$ cat src/rtl/sfm_cfg.svh
// constants of the sensor fault monitor logic
`ifndef SFM_CFG_SVH
`define SFM_CFG_SVH

// ==========================================================
// register map, as register index
`define SFM_ADDR_W          8
`define SFM_DATA_W          16
`define SFM_IDX_FAULT_CFG   8'h05
`define SFM_IDX_ALARM       8'h08
`define SFM_FAULT_CFG_RST   16'h0000
`define SFM_ZERO_DATA       16'h0000

// ==========================================================
// fault_and_limit_config fields
`define SFM_CFG_INT_POL     8
`define SFM_CFG_EXT_POL     9
`define SFM_CFG_INT_EN      10
`define SFM_CFG_EXT_EN      11

// ==========================================================
// synchronised comparator vector layout
`define SFM_CMP_W           10
`define SFM_EXT_LSB         0
`define SFM_EXT_W           4
`define SFM_INT_LSB         4
`define SFM_INT_W           5
`define SFM_EXC_BIT         9
`define SFM_ALM_W           9
`define SFM_SYNC_RST        10'h000

`endif

$ cat src/rtl/sfm_pkg.sv
// types of the sensor fault monitor logic
`include "sfm_cfg.svh"

package sfm_pkg;

  typedef struct packed {
    logic [`SFM_CMP_W-1:0] stage1;
    logic [`SFM_CMP_W-1:0] stage2;
  } sfm_sync_t;

  typedef struct packed {
    logic [`SFM_DATA_W-1:0] cfg;
    logic [`SFM_DATA_W-1:0] alarm;
    logic [`SFM_DATA_W-1:0] rd_data;
    logic                   force_on;
    logic                   level_high;
    logic                   thresh_exc;
  } sfm_state_t;

endpackage : sfm_pkg

$ cat src/rtl/sfm_sync2.sv
// two-stage synchroniser for the comparator levels
`timescale 1ns/10ps
`include "sfm_cfg.svh"

module sfm_sync2 (
  input  wire logic                  clk_in,   // system clock
  input  wire logic                  rstn_in,  // sync reset, active low
  input  wire logic [`SFM_CMP_W-1:0] async_in, // raw comparator levels
  output logic      [`SFM_CMP_W-1:0] sync_out  // synchronised levels
);
  import sfm_pkg::*;

  sfm_sync_t sync_reg;
  sfm_sync_t sync_next;

  always_comb begin
    sync_next        = sync_reg;
    sync_next.stage1 = async_in;
    // stage1 is read by stage2 only
    sync_next.stage2 = sync_reg.stage1;
  end

  always_ff @(posedge clk_in) begin
    if (!rstn_in) begin
      sync_reg <= {`SFM_SYNC_RST, `SFM_SYNC_RST};
    end else begin
      sync_reg <= sync_next;
    end
  end

  assign sync_out = sync_reg.stage2;

endmodule : sfm_sync2

$ cat src/rtl/sfm_group.sv
// one comparator group: any-high flag and its force gate
`timescale 1ns/10ps

module sfm_group #(
  parameter int W = 4
) (
  input  wire logic [W-1:0] cmp_in,    // synchronised comparators
  input  wire logic         enable_in, // force enable of the group
  output logic              flag_out,  // any comparator high
  output logic              active_out // flag allowed to force
);

  assign flag_out   = |cmp_in;
  assign active_out = flag_out & enable_in;

endmodule : sfm_group

$ cat src/rtl/sfm_monitor.sv
// sensor fault monitor logic: comparator groups, alarm status, output forcing
// ==========================================================
`timescale 1ns/10ps
`include "sfm_cfg.svh"

module sfm_monitor (
  input  wire logic                   CLK_IN,                        // 10 MHz clock
  input  wire logic                   RSTN_IN,                       // sync reset, active low
  input  wire logic                   POS_INPUT_HIGH_COMPARATOR_IN,  // positive input too high
  input  wire logic                   POS_INPUT_LOW_COMPARATOR_IN,   // positive input too low
  input  wire logic                   NEG_INPUT_HIGH_COMPARATOR_IN,  // negative input too high
  input  wire logic                   NEG_INPUT_LOW_COMPARATOR_IN,   // negative input too low
  input  wire logic                   AMP1_SAT_HIGH_IN,              // amplifier 1 at supply
  input  wire logic                   AMP1_SAT_LOW_IN,               // amplifier 1 at ground
  input  wire logic                   AMP2_SAT_HIGH_IN,              // amplifier 2 at supply
  input  wire logic                   AMP2_SAT_LOW_IN,               // amplifier 2 at ground
  input  wire logic                   AMP3_CM_VIOLATION_IN,          // stage 3 common-mode fault
  input  wire logic                   EXC_REF_LOWER_IN,              // excitation ref below supply ref
  input  wire logic                   EXCITATION_ENABLE_IN,          // bridge_excitation enabled
  input  wire logic                   VOUT_ENABLE_IN,                // analog output enabled
  input  wire logic [`SFM_ADDR_W-1:0] REG_ADDR_IN,                   // register index from serial front end
  input  wire logic                   REG_WR_IN,                     // write strobe, one cycle
  input  wire logic [`SFM_DATA_W-1:0] REG_WDATA_IN,                  // write data
  output logic      [`SFM_DATA_W-1:0] REG_RDATA_OUT,                 // read data of REG_ADDR_IN
  output logic      [`SFM_DATA_W-1:0] ALARM_STATUS_OUT,              // alarm status register
  output logic                        FAULT_FORCE_OUT,               // override linear output
  output logic                        FAULT_LEVEL_HIGH_OUT,          // forced level: 1 supply, 0 ground
  output logic                        THRESH_SEL_EXC_OUT             // use excitation-minus-100 mV ref
);
  import sfm_pkg::*;

  // ==========================================================
  // synchronisation of analog comparator levels
  logic [`SFM_CMP_W-1:0] raw_cmp;
  logic [`SFM_CMP_W-1:0] live;
  logic                  ext_flag;
  logic                  ext_active;
  logic                  int_flag;
  logic                  int_active;
  sfm_state_t            st_reg;
  sfm_state_t            st_next;

  assign raw_cmp = {EXC_REF_LOWER_IN,
                    AMP3_CM_VIOLATION_IN,
                    AMP2_SAT_LOW_IN, AMP2_SAT_HIGH_IN,
                    AMP1_SAT_LOW_IN, AMP1_SAT_HIGH_IN,
                    NEG_INPUT_HIGH_COMPARATOR_IN, NEG_INPUT_LOW_COMPARATOR_IN,
                    POS_INPUT_HIGH_COMPARATOR_IN, POS_INPUT_LOW_COMPARATOR_IN};

  sfm_sync2 u_sync (
    .clk_in   (CLK_IN),
    .rstn_in  (RSTN_IN),
    .async_in (raw_cmp),
    .sync_out (live)
  );

  // ==========================================================
  // group flags
  sfm_group #(.W(`SFM_EXT_W)) u_ext_group (
    .cmp_in     (live[`SFM_EXT_LSB +: `SFM_EXT_W]),
    .enable_in  (st_reg.cfg[`SFM_CFG_EXT_EN]),
    .flag_out   (ext_flag),
    .active_out (ext_active)
  );

  sfm_group #(.W(`SFM_INT_W)) u_int_group (
    .cmp_in     (live[`SFM_INT_LSB +: `SFM_INT_W]),
    .enable_in  (st_reg.cfg[`SFM_CFG_INT_EN]),
    .flag_out   (int_flag),
    .active_out (int_active)
  );

  // ==========================================================
  // next state
  always_comb begin
    st_next = st_reg;
    if (REG_WR_IN && (REG_ADDR_IN == `SFM_IDX_FAULT_CFG)) begin
      st_next.cfg = REG_WDATA_IN;
    end
    // frozen while output is off, so a shared pin keeps the last picture
    if (VOUT_ENABLE_IN) begin
      st_next.alarm                  = `SFM_ZERO_DATA;
      st_next.alarm[`SFM_ALM_W-1:0]  = live[`SFM_ALM_W-1:0];
    end
    // read data of the current index; writes and reads are independent
    unique case (REG_ADDR_IN)
      `SFM_IDX_FAULT_CFG: st_next.rd_data = st_reg.cfg;
      `SFM_IDX_ALARM:     st_next.rd_data = st_reg.alarm;
      default:            st_next.rd_data = `SFM_ZERO_DATA;
    endcase
    st_next.force_on   = ext_active | int_active;
    // external level has priority over the internal one
    st_next.level_high = ext_active ? st_reg.cfg[`SFM_CFG_EXT_POL]
                                    : st_reg.cfg[`SFM_CFG_INT_POL];
    // minimum selector: pick excitation ref only when it is lower
    st_next.thresh_exc = EXCITATION_ENABLE_IN & live[`SFM_EXC_BIT];
  end

  always_ff @(posedge CLK_IN) begin
    if (!RSTN_IN) begin
      st_reg.cfg        <= `SFM_FAULT_CFG_RST;
      st_reg.alarm      <= `SFM_ZERO_DATA;
      st_reg.rd_data    <= `SFM_ZERO_DATA;
      st_reg.force_on   <= 1'b0;
      st_reg.level_high <= 1'b0;
      st_reg.thresh_exc <= 1'b0;
    end else begin
      st_reg <= st_next;
    end
  end

  assign REG_RDATA_OUT        = st_reg.rd_data;
  assign ALARM_STATUS_OUT     = st_reg.alarm;
  assign FAULT_FORCE_OUT      = st_reg.force_on;
  assign FAULT_LEVEL_HIGH_OUT = st_reg.level_high;
  assign THRESH_SEL_EXC_OUT   = st_reg.thresh_exc;

  // ==========================================================
  // assertions
  // helper: cycles since reset release, saturating at 3
  logic [1:0] up_cnt;
  logic       ext_en_c;
  logic       int_en_c;
  logic       cfg_hit_c;

  always_ff @(posedge CLK_IN) begin
    if (!RSTN_IN) begin
      up_cnt <= 2'h0;
    end else if (up_cnt != 2'h3) begin
      up_cnt <= up_cnt + 2'h1;
    end
  end

  assign ext_en_c = st_reg.cfg[`SFM_CFG_EXT_EN];
  assign int_en_c = st_reg.cfg[`SFM_CFG_INT_EN];
  assign cfg_hit_c = REG_WR_IN && (REG_ADDR_IN == `SFM_IDX_FAULT_CFG);

  // per-bit view: a swapped or stuck bit names itself
  for (genvar b = 0; b < `SFM_ALM_W; b++) begin : g_alarm_bit

  end
endmodule : sfm_monitor

$ cat config.mk
export PLATFORM = sky130hd
export DESIGN_NAME = sfm_monitor
export DESIGN_NICKNAME = d
export VERILOG_FILES = /design/src/rtl/sfm_pkg.sv /design/src/rtl/sfm_sync2.sv /design/src/rtl/sfm_group.sv /design/src/rtl/sfm_monitor.sv
export VERILOG_INCLUDE_DIRS = /design/src /design/src/rtl
export SDC_FILE = /design/constraint.sdc
export NUM_CORES = 1
export LEC_CHECK = 0
export ABC_AREA = 1
export CAP_MARGIN = 10
export CELL_PAD_IN_SITES_DETAIL_PLACEMENT = 1
export CELL_PAD_IN_SITES_GLOBAL_PLACEMENT = 2
export CORE_MARGIN = 2
export CORE_UTILIZATION = 31
export DETAILED_ROUTE_END_ITERATION = 7
export DONT_BUFFER_PORTS = 1
export HOLD_SLACK_MARGIN = 0.1
export PLACE_DENSITY = 0.69
export SETUP_SLACK_MARGIN = 0.4
export SYNTH_ARGS = -nofsm -noshare
export SYNTH_HDL_FRONTEND = slang
export SYNTH_SLANG_ARGS = --single-unit
$ cat constraint.sdc
create_clock -name CLK_IN -period 2.6 [get_ports CLK_IN]
set_clock_uncertainty 0.2 [all_clocks]
set_input_delay 0.39 -clock CLK_IN [delete_from_list [all_inputs] [get_ports CLK_IN]]
set_output_delay 0.39 -clock CLK_IN [all_outputs]
set_load 0.05 [all_outputs]
## Word-level counts from Yosys, hierarchy flattened

Index checks and enable logic that the tools add are counted.

| storage, ports and cells | value |
|---|---|
| flip-flop bits (word level) | 64 |
| input port bits | 39 |
| logic and storage cells | 19 |

| operators by class | value |
|---|---|
| equality and inequality tests | 2 |
| multiplexer cells | 2 |
| bitwise operators | 4 |
| reductions and logical operators | 3 |

Operators with widths:

| kind | number |
|---|---|
| $pmux 16 s2 | 1 |
| $eq 8x3->1 const B | 1 |
| $eq 8x4->1 const B | 1 |
| $reduce_or 5->1 | 1 |
| $reduce_or 4->1 | 1 |
| $and 1x1->1 | 3 |
| $logic_and 1x1->1 | 1 |
| $mux 1 | 1 |
| $or 1x1->1 | 1 |

## Logic depth before layout (Yosys ltp)

Gate-level depths: netlist (run 1).

| depth | value |
|---|---|
| depth after elaboration | 3 |
| mapped depth | 8 |

## Cells and area by module

Synthesis (run 1) repeated with hierarchy kept, for this count alone.

| second synthesis, totals | value |
|---|---|
| cells, all modules | 332 |
| area total of the unflattened synthesis | 2,621.3 um2 |

By module, submodules not included:

| module | instances | cells an instance | area each (um2) | sequential area each (um2) |
|---|---|---|---|---|
| sfm_monitor | 1 | 259 | 2,004.4 | 880.8 |
| sfm_sync2 | 1 | 62 | 573.0 | 400.4 |
| sfm_group (u_int_group) | 1 | 6 | 23.8 | 0.0 |
| sfm_group (u_ext_group) | 1 | 5 | 20.0 | 0.0 |

## Worst setup path after synthesis (run 1)

No wires, ideal clock.

| path | value |
|---|---|
| kind | in2reg |
| start | input REG_ADDR_IN[5] |
| end | register st_reg, in the netlist int_en_c |
| setup time | 0.115 ns |
| arrival time | 1.036 ns |
| path slack | 1.249 ns |
| stages on the path | 7 |
| cells stage by stage | nor2_2 > nand2_2 > nor2_8 > buf_6 > nand3_1 > nand2_1 > nor2_1 |

| between the ends | value |
|---|---|
| longest elaborated chain between the ends | 2 |

RTL lines:

| element | RTL line | source |
|---|---|---|
| start: declaration | sfm_monitor.sv:21 | `` input wire logic [`SFM_ADDR_W-1:0] REG_ADDR_IN, `` |
| $eq 8x3->1 | -- |  |
| $logic_and 1x1->1 | -- |  |
| end signal: assignment | sfm_monitor.sv:108 | `st_reg <= st_next;` |
| end: declaration | sfm_monitor.sv:40 | `sfm_state_t st_reg;` |

No other way between the ends.
A chain may end at the register's enable or synchronous reset.

==> results of run 1 <==
worst min-delay path, cell delays in order:
cell     delay (ns)
inv_1          0.03
nand3_1        0.07
nand2_1        0.05
nor2_1         0.07
cell type report:
| class | count | share of cell area, % |
|---|---|---|
| clock buffer | 9 | 4.218 |
| timing repair buffer | 28 | 9.885 |
| inverter | 50 | 6.391 |
| clock inverter | 7 | 3.494 |
| multi-input combinational | 174 | 27.91 |
| tap | 105 | 4.474 |
| sequential | 64 | 43.63 |
path summary, 6_finish.rpt:
kind / startpoint / end / slack, ns / cells after the start
worst max-delay path: VOUT_ENABLE_IN / ALARM_STATUS_OUT[5] / 0.59 / 4
worst min-delay path: REG_WDATA_IN[5] / st_reg[40] / 0.11 / 4
worst max register to register: ALARM_STATUS_OUT[5] / ALARM_STATUS_OUT[5] / 0.84 / 3
worst min register to register: u_sync.sync_out[9] / THRESH_SEL_EXC_OUT / 0.22 / 2
synthesized netlist by cell type, drive strengths merged:
cell and n:
dfxtp 64, nand2 60, inv 49, buf 45, nor2 36, a21oi 33, nand3 26, o21ai 10
clkbuf 2, clkinv 1, conb 1, nand4 1, or2 1
routing by layer:
| metal | track usage [%] | routed length (um) | up-vias |
|---|---|---|---|
| li1 | - | - | 959 |
| met1 | 15.25 | 2555 | 844 |
| met2 | 22.20 | 2737 | 47 |
| met3 | 5.692 | 313 | 6 |
| met4 | 5.357 | 86 | 0 |
| met5 | 0 | 0 | - |
cells by family (layout without fill, tap and decap cells):
family	count (synthesis)	count (layout)	synth area share (%)
compound gates	43	43	9.559
buf+inv	97	94	20.22
flops	64	64	49.18
other cells	1	7	0.1440
simple gates	124	124	20.89
through the flow:
step / util [%] / setup slack (ns) / hold slack (ns) / power [uW]
after global placement: 29.60 / 0.9300 / 0.2019 / 1146
after floorplan: - / 1.249 / 0.1905 / 1169
final: 35.92 / 0.5919 / 0.1080 / 2149
after global routing: 35.92 / 0.4338 / 0.1257 / 2256
after CTS: 35.92 / 0.6201 / 0.1042 / 2181
after detailed placement: 29.60 / 0.9061 / 0.2041 / 1147
where the power goes:
group | total [uW] | internal [uW] | leakage (uW) | switching, uW
registers | 1050 | 1000 | 0.000522 | 42.1
logic | 134 | 49.7 | 0.000697 | 84.0
clock network | 970 | 549 | 0.000110 | 421
==> run_results.csv, run 1 <==
group,metric,value,unit
floorplan,ioPinCount,74,
final_layout,final_cell_area,2937,um^2
final_layout,largest_register_ffs,16,
clock_tree,cts-root-buf,"clkbuf_8",
floorplan,design.core.area,8175,um^2
floorplan,initial_core_util,31.86,%
flow_run,drv_cap,0,
clock_tree,cts_setup_buffers,0,
sta,rsz0062_at_grt,"no",
placement,placed_cells,393,
critical_path,cp_data_arrival_time,2.10,ns
drt,ant_nets,0,
grt,antenna_found_initial,0,
sta,finalHoldViolations,0,
critical_path,cp-start-kind,"input port",
logic_synthesis,synthTopCellsByArea,"dfxtp_1, buf_4, nand2_1",
critical_path,critical_path_buf_inv_count,2,
drt,first_pass_iters,4,
logic_synthesis,syn-cell-area,2605,um^2
final_layout,final_cell_count_no_fill,437,
power,power_leakage,0.001329,uW
drt,drc_errors,0,
clock_tree,htree_levels,3,
drt,wl,5693,um
clock_tree,clockBufferDepth,2,
grt,grt_start_max_net_pins,53,
grt,gr-usage-all-layers,13.43,%
sta,setup_viol,0,
drt,wl_per_cell,13.03,um
floorplan,die_w,95.67,um
final_layout,finalNetCount,366,
clock_tree,cts-resized-gates,0,
drt,num_vias,1856,
clock_tree,clock_latency,0.34,ns
critical_path,cpLargestDelayFamily,"buffers and inverters",
logic_synthesis,yosysSeqAreaShare,49.18,%
logic_synthesis,syn_avg_cell_area,7.918,um^2
critical_path,crit_path_max_fanout,17,
sta,tightest_slew,1.143,ns
placement,numPortBuffers,0,
placement,hpwl,3663,um
sta,timing.slew.headroom,23.58,%
sta,fin_crit_sh,77.23,%
sta,fmax,498.0,MHz
final_layout,multi_input_area,819.5,um^2
floorplan,core.rowCount,33,
critical_path,crit_chain,"dlygate4sd3_1 > o21ai_0 > a21oi_1 > dlygate4sd3_1",
logic_synthesis,yosysTopAreaCellShare,49.18,%
sta,fin_crit,2.008,ns
clock_tree,postCtsHoldBufs,28,
placement,place_area,2420,um^2
drt,drtIter0Drc,59,
sta,fin_setup_tns,0,ns
status,status,"completed",
final_layout,layout.cells.most_common,"dfxtp_1",
final_layout,seqCellArea,1281,um^2
logic_synthesis,synth-seq-cells,64,
critical_path,cp-end-kind,"flip-flop",
grt,overflow,0,
sta,drv_slew,0,
logic_synthesis,ys_warn_count,0,
grt,grt_pass1_wl,9087,um
floorplan,die_area,9153,um^2
placement,gp_congestion,0.7243,
final_layout,syn_to_final_growth,12.73,%
logic_synthesis,synth_top_area_cell,"dfxtp_1",
logic_synthesis,synthCells,329,
final_layout,n_fill_cell,983,
critical_path,cp_slowest_stage_delay,0.86,ns
critical_path,required,2.69,ns
critical_path,cp_slowest_cell,"dlygate4sd3_1",
logic_synthesis,yosysUniqueCellTypes,23,
final_layout,drive_above_1_share,10.84,%
critical_path,cpMostUsedCell,"dlygate4sd3_1",
min_path,hold_class,"input port to flip-flop",
drt,via_per_inst,4.247,
critical_path,critPathKind,"input port to flip-flop",
final_layout,num_antenna_cells,0,
clock_tree,cts_tree,"yes",
clock_tree,numCtsBuffers,9,
clock_tree,clkSinkCount,64,
final_layout,layout_common_cells,"dfxtp_1, nand2_1, inv_1",
grt,first_global_vias,1861,
floorplan,die_h,95.67,um
clock_tree,clkTransAtPathRegs,0.08,ns
power,ir_drop,0.2087,mV
power,power-per-cell-area,731.8,nW/um^2
Note: power is estimated with default switching activity, not from simulation.
==> inputs of run 2 (changes only) <==
ABC_AREA = 0   (was 1)
PLACE_DENSITY = 0.65   (was 0.69)
clock period = 1.9 ns   (was 2.6 ns; I/O delays follow)
==> run 2 against run 1 <==
  * Worst hold slack worse by 0.040 ns
  * Critical path depth is 1 lower
  * Setup slack worse by 0.18 ns
  * Count of clock-buffer cells in the layout is 2 higher
  * Design area is 9.4% higher
  * Synthesized area is 7.1% lower
==> run_results.csv, run 2 <==
group,metric,value,unit
power,combPwrFrac,6.5,%
grt,overflow,0,
critical_path,cp_data_arrival_time,1.50,ns
critical_path,cpMostUsedCell,"dlygate4sd3_1",
drt,first_pass_iters,4,
clock_tree,clockBufferDepth,2,
power,internal-power,2382,uW
clock_tree,clock_latency,0.34,ns
sta,drv_slew,0,
critical_path,required,1.92,ns
logic_synthesis,ys_warn_count,0,
logic_synthesis,yosysSeqAreaShare,52.95,%
drt,wl_per_cell,15.21,um
status,status,"completed",
clock_tree,clkSinkCount,64,
floorplan,die_area,8529,um^2
drt,ant_nets,0,
drt,via_per_inst,4.343,
power,ir_drop,0.4286,mV
final_layout,syn_to_final_growth,32.73,%
final_layout,seqCellArea,1292,um^2
drt,route.met2.wl,2985,um
power,swShare,21.30,%
drt,num_vias,1659,
final_layout,finalNetCount,314,
final_layout,n_fill_cell,847,
logic_synthesis,synth-edff-count,0,
grt,antenna_found_initial,0,
floorplan,initial_core_util,31.64,%
placement,placed_cells,300,
critical_path,crit_chain,"dlygate4sd3_1 > and2_4 > dlygate4sd3_1",
drt,wl,5810,um
final_layout,num_antenna_cells,0,
critical_path,critPathKind,"input port to flip-flop",
sta,timing.slew.headroom,57.67,%
logic_synthesis,syn-cell-area,2420,um^2
logic_synthesis,synthCells,234,
flow_run,drv_cap,0,
power,p_total,3027,uW
critical_path,crit_path_max_fanout,1,
drt,drc_errors,0,
placement,hpwl,3234,um
grt,gr-usage-all-layers,14.34,%
drt,met3_length,240,um
critical_path,cp_slowest_cell,"dlygate4sd3_1",
logic_synthesis,yosysUniqueCellTypes,24,
floorplan,ioPinCount,74,
critical_path,critical_path_buf_inv_count,2,
clock_tree,cts_tree,"yes",
logic_synthesis,synth_top_area_cell,"dfxtp_1",
final_layout,drive_above_1_share,11.43,%
logic_synthesis,synth_common_cells,"dfxtp_1, buf_4, nand2_1",
sta,fin_setup_tns,0,ns
floorplan,design.core.area,7647,um^2
power,power-per-cell-area,942.4,nW/um^2
clock_tree,clkTransAtPathRegs,0.08,ns
logic_synthesis,synthTopCellsByArea,"dfxtp_1, mux2i_1, buf_4",
min_path,hold_class,"input port to flip-flop",
power,clkPwrFrac,47.3,%
grt,grt_start_max_net_pins,25,
power,power_frac_seq,46.2,%
sta,fin_crit_sh,78.07,%
sta,fin_crit,1.483,ns
critical_path,cp-end-kind,"flip-flop",
grt,grt_pass1_wl,9080,um
drt,highest_layer,"met4",
logic_synthesis,synth-seq-cells,64,
drt,wl_met1,2478,um
final_layout,layout.cells.most_common,"dlygate4sd3_1",
sta,rsz0062_at_grt,"no",
drt,drtIter0Drc,69,
clock_tree,htree_levels,3,
final_layout,multi_input_area,849.6,um^2
critical_path,cp_slowest_stage_delay,0.54,ns
logic_synthesis,yosysTopAreaCellShare,52.95,%
placement,numPortBuffers,0,
sta,tightest_slew,0.6322,ns
critical_path,cp-start-kind,"input port",
critical_path,cpLargestDelayFamily,"buffers and inverters",
placement,gp_congestion,0.6909,
final_layout,largest_register_ffs,16,
power,switchingPower,644.6,uW
sta,finalHoldViolations,0,
logic_synthesis,synth_flop_cell,"dfxtp_1",
logic_synthesis,ys_async_sr_fraction,0,%
grt,first_global_vias,1683,
logic_synthesis,synth_most_common_cell,"dfxtp_1",
power,power_leakage,0.001276,uW
sta,fmax,674.1,MHz
floorplan,die_w,92.35,um
clock_tree,numCtsBuffers,9,
logic_synthesis,syn_avg_cell_area,10.34,um^2
sta,setup_viol,0,
final_layout,layout_common_cells,"dlygate4sd3_1, dfxtp_1, nand2_1",
floorplan,die_h,92.35,um
floorplan,core.rowCount,32,
clock_tree,cts-root-buf,"clkbuf_8",
final_layout,final_cell_count_no_fill,382,
## run 2: worst paths after layout
path              cells past startpoint             endpoint                         start  slack, ns
hold / removal                        3     REG_RDATA_OUT[5]                REG_ADDR_IN[2]       0.07
setup reg to reg                      3      FAULT_FORCE_OUT            u_sync.sync_out[8]       0.49
setup / recovery                      3  u_sync.sync_next[1]  POS_INPUT_HIGH_COMPARATOR_IN       0.42
hold reg to reg                       1   u_sync.sync_out[0]           u_sync.sync_next[0]       0.24
## run 2: worst register-to-register path, delay by kind of cell, from the launching register on
kind / cells / cell delay, ns
DFF: 1 / 0.31
AOI/OAI and AO/OA: 2 / 0.24
and+or+nand+nor: 1 / 0.54
## run 2: cells by family after synthesis
logic type	synth area share, %
AO/OA/AOI/OAI	3.671
other	0.1550
buffers and inverters	13.29
multiplexers	10.75
AND/OR/NAND/NOR	19.18
flip-flops	52.95
## run 2: power by group through the flow
stage	clock, uW	sequential [uW]	combinational [uW]
3_3_place_gp	0	1430	84.2
3_5_place_dp	0	1430	84.8
2_1_floorplan	0	1410	129
5_1_grt	1540	1400	216
6_report	1430	1400	196
4_1_cts	1470	1400	201
## run 2: routing by layer
layer	track usage (%)	up-vias
li1	-	813
met1	17.24	793
met2	23.78	44
met3	3.662	9
met4	7.090	0
met5	0	-
## run 2: what timing repair did
action                     CTS  global route
hold endpoints to repair    56            11
hold buffers                72             2
setup endpoints to repair    9            19
setup buffers                0             0
cloned                       0             0
pin swaps                    0             1
resized for setup            9             5
## run 2: per-stage QoR
step	setup WS [ns]	hold slack, ns	area (um^2)	utilization (%)
global route	0.4034	0.08356	3212	42.00
CTS	0.4138	0.06357	3254	42.56
floorplan	0.3980	0.2119	2442	-
global placement	0.3648	0.2132	2267	29.65
finish	0.4166	0.06796	3212	42.00
detailed placement	0.3206	0.2167	2267	29.65
## run 2: area by class of cell
class	instances	share of cell area, %
inverter	1	0.1169
sequential	64	40.24
clock buffer	11	4.402
timing repair buffer	68	21.58
multi-input combinational	131	26.45
tap	102	3.973
clock inverter	5	3.233
